File: src/logic/bwsic_pkg.sv
// Package of the wait-sampling and idle-cycle control block.
// Assumes a single clk_sys domain and a plain register port.
package bwsic_pkg;
    // Register index and layout of the control register
    localparam logic [3:0] BWSIC_CTRL_ADDR = 4'h0;
    localparam int BWSIC_WAIT_SEL_BIT = 15;
    localparam logic [15:0] BWSIC_CTRL_RESET = 16'h3ff3;
    localparam logic [15:0] BWSIC_CTRL_WMASK = 16'hbff3;
    // Idle-count field low bit for each area that has one (area n at 2n)
    localparam int BWSIC_AREA0_POS = 0;
    localparam int BWSIC_AREA2_POS = 4;
    localparam int BWSIC_AREA3_POS = 6;
    localparam int BWSIC_AREA4_POS = 8;
    localparam int BWSIC_AREA5_POS = 10;
    localparam int BWSIC_AREA6_POS = 12;
    // Idle count for areas that have no field of their own
    localparam logic [1:0] BWSIC_IDLE_DEFAULT = 2'h1;

    typedef enum logic [1:0] {
        BWSIC_IDLE = 2'h0,
        BWSIC_ACCESS = 2'h1,
        BWSIC_GAP = 2'h3
    } bwsic_state_t;

    typedef struct packed {
        logic valid;
        logic [2:0] area;
        logic write;
    } bwsic_req_t;

    typedef struct packed {
        logic [15:0] ctrl;
        logic [15:0] rdata;
        logic bus_clk;
        bwsic_state_t state;
        logic [1:0] cnt;
        logic last_valid;
        logic [2:0] last_area;
        logic last_write;
        logic strobe;
        logic wait_hold;
        logic ack;
    } bwsic_regs_t;
endpackage : bwsic_pkg

File: src/logic/bwsic_top.sv
// Control register and idle-cycle sequencer of the external bus controller.
// Assumes requests and the wait input are synchronous to clk_sys.
// Functional notes
// With the select bit at 1 the wait input is sampled at the falling edge of the bus clock.
// Software sets the select bit before any device uses wait; the bit resets to 0.
// Devices keep wait deasserted while the select bit is 0.
// Bits 14, 3 and 2 are reserved and always read as 0.
// Software writes 0 to the reserved bits.
// Areas 6 to 2 and 0 each own a two-bit idle field at bits 2n+1 and 2n.
// Field 00 or 01 gives 1 idle cycle, 10 gives 2, 11 gives 3; fields reset to 11.
// Idle cycles go in when consecutive accesses switch to another area.
// Idle cycles go in between a read and a write in the same area.
// No strobe is driven during idle cycles and the next access waits out the full count.
//
// Local design decisions: strobed register access and the register addresses.
`timescale 1ns/1ps
`default_nettype none
module bwsic_top (
    input wire logic clk_sys,
    input wire logic reset_n,
    input wire logic clk_en,
    input wire logic [3:0] reg_addr,
    input wire logic [15:0] reg_wdata,
    input wire logic reg_wr,
    input wire logic reg_rd,
    output logic [15:0] reg_rdata,
    input wire bwsic_pkg::bwsic_req_t req,
    output logic req_ack,
    input wire logic ext_wait_n,
    output logic bus_clock_output,
    output logic access_strobe,
    output logic access_write,
    output logic [2:0] access_area,
    output logic wait_sample_edge_select
);
    bwsic_pkg::bwsic_regs_t r_reg;
    bwsic_pkg::bwsic_regs_t r_next;
    logic [1:0] fld;
    logic [1:0] idle_n;
    logic need_idle;
    logic tick_rise;
    logic tick_fall;

    // Field of the requested area
    always_comb begin
        unique case (req.area)
            3'h0: fld = r_reg.ctrl[bwsic_pkg::BWSIC_AREA0_POS +: 2];
            3'h2: fld = r_reg.ctrl[bwsic_pkg::BWSIC_AREA2_POS +: 2];
            3'h3: fld = r_reg.ctrl[bwsic_pkg::BWSIC_AREA3_POS +: 2];
            3'h4: fld = r_reg.ctrl[bwsic_pkg::BWSIC_AREA4_POS +: 2];
            3'h5: fld = r_reg.ctrl[bwsic_pkg::BWSIC_AREA5_POS +: 2];
            3'h6: fld = r_reg.ctrl[bwsic_pkg::BWSIC_AREA6_POS +: 2];
            default: fld = bwsic_pkg::BWSIC_IDLE_DEFAULT;
        endcase
        // 00 and 01 both mean one idle cycle
        idle_n = (fld == 2'h0) ? 2'h1 : fld;
        need_idle = r_reg.last_valid
            && ((req.area != r_reg.last_area)
            || (req.write != r_reg.last_write));
    end

    assign tick_rise = !r_reg.bus_clk;
    assign tick_fall = r_reg.bus_clk;

    // Next state of registers, bus clock and sequencer
    always_comb begin
        r_next = r_reg;
        r_next.ack = 1'b0;
        r_next.bus_clk = !r_reg.bus_clk;
        if (reg_wr && reg_addr == bwsic_pkg::BWSIC_CTRL_ADDR) begin
            r_next.ctrl = reg_wdata & bwsic_pkg::BWSIC_CTRL_WMASK;
        end
        if (reg_rd) begin
            r_next.rdata = (reg_addr == bwsic_pkg::BWSIC_CTRL_ADDR)
                ? (r_reg.ctrl & bwsic_pkg::BWSIC_CTRL_WMASK) : 16'h0000;
        end
        // Wait is looked at only at the bus clock falling edge
        if (tick_fall && r_reg.state == bwsic_pkg::BWSIC_ACCESS) begin
            r_next.wait_hold = r_reg.ctrl[bwsic_pkg::BWSIC_WAIT_SEL_BIT]
                && !ext_wait_n;
        end
        if (tick_rise) begin
            unique case (r_reg.state)
                bwsic_pkg::BWSIC_IDLE, bwsic_pkg::BWSIC_ACCESS: begin
                    if (r_reg.state == bwsic_pkg::BWSIC_ACCESS && r_reg.wait_hold) begin
                        r_next.strobe = 1'b1;
                    end else if (req.valid && need_idle) begin
                        // Strobe dropped for the whole gap
                        r_next.strobe = 1'b0;
                        r_next.state = bwsic_pkg::BWSIC_GAP;
                        r_next.cnt = idle_n - 2'h1;
                    end else if (req.valid) begin
                        r_next.strobe = 1'b1;
                        r_next.ack = 1'b1;
                        r_next.state = bwsic_pkg::BWSIC_ACCESS;
                        r_next.last_valid = 1'b1;
                        r_next.last_area = req.area;
                        r_next.last_write = req.write;
                        r_next.wait_hold = 1'b0;
                    end else begin
                        r_next.strobe = 1'b0;
                        r_next.state = bwsic_pkg::BWSIC_IDLE;
                    end
                end
                bwsic_pkg::BWSIC_GAP: begin
                    // Access starts only once the count has run out
                    if (r_reg.cnt == 2'h0) begin
                        r_next.strobe = 1'b1;
                        r_next.ack = 1'b1;
                        r_next.state = bwsic_pkg::BWSIC_ACCESS;
                        r_next.last_valid = 1'b1;
                        r_next.last_area = req.area;
                        r_next.last_write = req.write;
                        r_next.wait_hold = 1'b0;
                    end else begin
                        r_next.cnt = r_reg.cnt - 2'h1;
                    end
                end
                default: begin
                    r_next.state = bwsic_pkg::BWSIC_IDLE;
                    r_next.strobe = 1'b0;
                end
            endcase
        end
    end

    // State register; clk_en freezes everything
    always_ff @(posedge clk_sys or negedge reset_n) begin
        if (!reset_n) begin
            r_reg <= '0;
            r_reg.ctrl <= bwsic_pkg::BWSIC_CTRL_RESET;
            r_reg.state <= bwsic_pkg::BWSIC_IDLE;
        end else if (clk_en) begin
            r_reg <= r_next;
        end
    end

    assign reg_rdata = r_reg.rdata;
    assign req_ack = r_reg.ack;
    assign bus_clock_output = r_reg.bus_clk;
    assign access_strobe = r_reg.strobe;
    assign access_write = r_reg.last_write;
    assign access_area = r_reg.last_area;
    assign wait_sample_edge_select = r_reg.ctrl[bwsic_pkg::BWSIC_WAIT_SEL_BIT];
endmodule : bwsic_top
`default_nettype wire

File: config.mk
export PLATFORM = sky130hd
export DESIGN_NAME = bwsic_top
export DESIGN_NICKNAME = d
export VERILOG_FILES = /design/src/logic/bwsic_pkg.sv /design/src/logic/bwsic_top.sv
export SDC_FILE = /design/constraint.sdc
export NUM_CORES = 1
export LEC_CHECK = 0
export BUFFER_PORTS_ARGS = -buffer_cell sky130_fd_sc_hd__buf_2
export CORE_MARGIN = 8
export CORE_UTILIZATION = 46
export DETAILED_ROUTE_END_ITERATION = 10
export HOLD_SLACK_MARGIN = 0.05
export PLACE_DENSITY = 0.78
export SLEW_MARGIN = 20
export SYNTH_ARGS = -nofsm -noshare
export SYNTH_HDL_FRONTEND = slang
export SYNTH_SLANG_ARGS = --single-unit
File: constraint.sdc
create_clock -name clk_sys -period 1.7 [get_ports clk_sys]
set_input_delay 0.425 -clock clk_sys [delete_from_list [all_inputs] [get_ports clk_sys]]
set_output_delay 0.425 -clock clk_sys [all_outputs]
set_load 0.01 [all_outputs]
==> flow_summary.toml <==
[outcome]
outcome = "finished, final reports clean"

[power_and_ir_drop]
switching_share_pct = 29.91
p_leak_uw = 0.001139
p_switching_uw = 907.8
power_uw = 3035
power.share.sequential_pct = 44.5
intPower_uw = 2128
p_per_area_mw_per_mm2 = 1306
comb_power_share_pct = 29.5
ir_worst_vdd_mv = 0.6429
p_clk_share_pct = 26.0

[global_route]
grt_pass1_vias = 1386
grt_pass1_wl_um = 6410
grt_usage_pct = 12.74
overflow = 0
antenna_found_initial = 0
grt_max_degree = 40

[routing]
drt_iter0_drc = 59
vias = 1345
viasPerCell = 5.254
wl_per_cell_um = 15.71
postRouteAntennaNets = 0
dr.pass1.iters = 4
wl_um = 4021
drc = 0

[floorplan]
die_h_um = 80.47
core_mm2 = 0.004000
die-area_mm2 = 0.006475
die_w_um = 80.47
num_io_pins = 55
rows = 23
start_util_pct = 47.79

[final_layout]
drive_above_1_share_pct = 51.94
fin_area_mm2 = 0.002325
final_common_cell = "buf_2"
layout_common_cells = "48 x buf_2, 27 x dfrtp_1, 14 x buf_4"
nNetsFinal = 236
area_growth_pct = 21.60
largest_reg_flops = 17
diodes = 0

[cts]
cts_sinks = 39
cts_tree = "done"
cts_made_buffers = 5
cts_htree_levels = 2
clk_latency_ps = 290
path_clk_slew_ps = 70
cts_buffer_depth = 2
cts-root-buf = "clkbuf_8"
cts_setup_buffers = 0

[critical_path]
endpoint_kind = "register"
cpLargestDelayFamily = "compound AO/OA/AOI/OAI gates"
cp.buffers_inverters = 0
cp_slowest_cell = "dfrtp_1"
cp_max_fo = 6
arrival_ps = 1840
start_kind = "register"
path_class = "register to register"
cp_cell_sequence = "xor2_2 > o41ai_2 > and2b_1 > a21oi_4 > mux2_4"
required_ps = 1870
critPathMaxStageDelay_ps = 420

[worst_hold_path]
hold_class = "input pin to asynchronous set/reset pin"

[timing]
fin_crit_sh_pct = 97.73
period_needed_ps = 1661
setup_viol_count_final = 0
skew_ps = 2.333
max_freq_mhz = 601.9
final_hold_viol_count = 0
drv_slew = 0
rsz0062_at_grt = "true"

[logic_synthesis]
synth_mux_area_share_pct = 13.55
yosysSeqAreaShare_pct = 51.83
ys_seq_elements = 39
ys_warn_count = 0
synth-compound-area-share_pct = 14.20
ys_types = 35
netlist_area_mm2 = 0.001912
synth_xor_area_share_pct = 2.291
synthCells = 158
synth_top_family_by_area = "compound AO/OA/AOI/OAI gates"
syn_avg_cell_area_um2 = 12.10
synth_fa_ha_area_share_pct = 0
synth-simple-area-share_pct = 8.246

[job]
maxCapViolCount = 0

[placement]
placed_area_mm2 = 0.002192
port_buffers = 48
hpwl_um = 3006
place.gp.congestion = 0.8161
[synth_stat cells]
| cell | count | area [um^2] |
|---|---|---|
| buf_4 | 20 | 150.1 |
| mux2i_1 | 3 | 30.03 |
| nand2b_1 | 4 | 25.02 |
| o311ai_0 | 1 | 8.760 |
| mux2_4 | 4 | 60.06 |
| and2b_1 | 1 | 7.510 |
| mux4_2 | 1 | 22.52 |
| a22o_1 | 13 | 113.9 |
| clkbuf_1 | 1 | 3.750 |
| a21oi_2 | 1 | 8.760 |
| and4b_1 | 1 | 10.01 |
| nor3b_1 | 1 | 7.510 |
| a31oi_1 | 1 | 6.260 |
| xor2_1 | 5 | 43.79 |
| or4_1 | 1 | 7.510 |
| nor2_1 | 6 | 22.52 |
| nand2_1 | 8 | 30.03 |
| nor4b_1 | 1 | 8.760 |
| o21ai_0 | 9 | 45.04 |
| nor3_1 | 1 | 5.000 |
| a32oi_1 | 2 | 17.52 |
| dfstp_2 | 12 | 315.3 |
| o211ai_1 | 1 | 7.510 |
| buf_2 | 4 | 20.02 |
| a211o_1 | 2 | 17.52 |
| nand3b_1 | 2 | 15.01 |
| o41ai_2 | 1 | 16.27 |
| inv_1 | 3 | 11.26 |
| a21oi_1 | 1 | 5.000 |
| mux2_2 | 13 | 146.4 |
| conb_1 | 1 | 3.750 |
| dfrtp_1 | 27 | 675.7 |
| o31ai_1 | 2 | 15.01 |
| nor2b_1 | 3 | 18.77 |
| o32a_1 | 1 | 10.01 |
[cell type report]
type | instances | area (um^2)
Inverter | 3 | 11.26
Sequential cell | 39 | 991.0
Multi-Input combinational cell | 93 | 777.0
Tap cell | 50 | 62.56
Timing Repair Buffer | 63 | 365.4
Clock inverter | 2 | 35.03
Clock buffer | 6 | 82.58
Fill cell | 332 | 1675
[stage by stage]
| step | std cells | setup slack, ps | hold WS, ps | setup TNS [ps] | util [%] |
|---|---|---|---|---|---|
| final | 256 | 38.57 | 176.1 | 0 | 58.12 |
| after CTS | 256 | 22.15 | 192.4 | 0 | 57.74 |
| after global placement | 248 | -77.15 | 471.8 | -1083 | 54.80 |
| after detailed placement | 248 | -98.39 | 477.7 | -1452 | 54.80 |
| after floorplan | 160 | -70.75 | 129.4 | -283.0 | - |
| after global routing | 256 | -45.91 | 230.5 | -206.0 | 58.12 |
[cell families after synthesis]
| group | after synthesis |
|---|---|
| DFF | 39 |
| AOI/OAI and AO/OA | 35 |
| and+or+nand+nor | 29 |
| buffers and inverters | 28 |
| muxes | 21 |
| xor gates and xnor gates | 5 |
| other | 1 |
[power by group through the flow]
stage	combinational [uW]	clock, uW	sequential (uW)
finish	896	788	1350
global route	985	847	1390
CTS	886	815	1350
detailed placement	878	0	1360
global placement	857	0	1350
floorplan	572	0	1360
[timing repair]
action	in CTS	in global routing
cloned	0	0
pin swaps	0	2
hold buffers	0	0
resized for setup	1	2
setup endpoints to repair	1	5
[routing by layer]
layer | part of all wire [%] | vias up | GRT usage (%)
li1 | - | 640 | -
met1 | 42 | 658 | 15.02
met2 | 51 | 41 | 21.01
met3 | 6.5 | 6 | 4.464
met4 | 1.2 | 0 | 4.182
met5 | 0 | - | 0
[path summary, 6_finish.rpt]
| path | from | end | slack, ps | cells past startpoint |
|---|---|---|---|---|
| max | access_area[2]$_DFFE_PN0P_ | access_write$_DFFE_PN0P_ | 40 | 5 |
| min | reset_n | access_area[1]$_DFFE_PN0P_ | 180 | 2 |
| max reg2reg | access_area[2]$_DFFE_PN0P_ | access_write$_DFFE_PN0P_ | 40 | 5 |
| min reg2reg | r_reg[7]$_DFFE_PN0P_ | r_reg[7]$_DFFE_PN0P_ | 490 | 1 |
| max in group asynchronous | reset_n | r_reg[40]$_DFFE_PN1P_ | 1160 | 2 |
| min in group clk_sys | reg_wdata[8] | r_reg[37]$_DFFE_PN1P_ | 360 | 2 |
No activity file was read; power rests on OpenSTA's default activity.
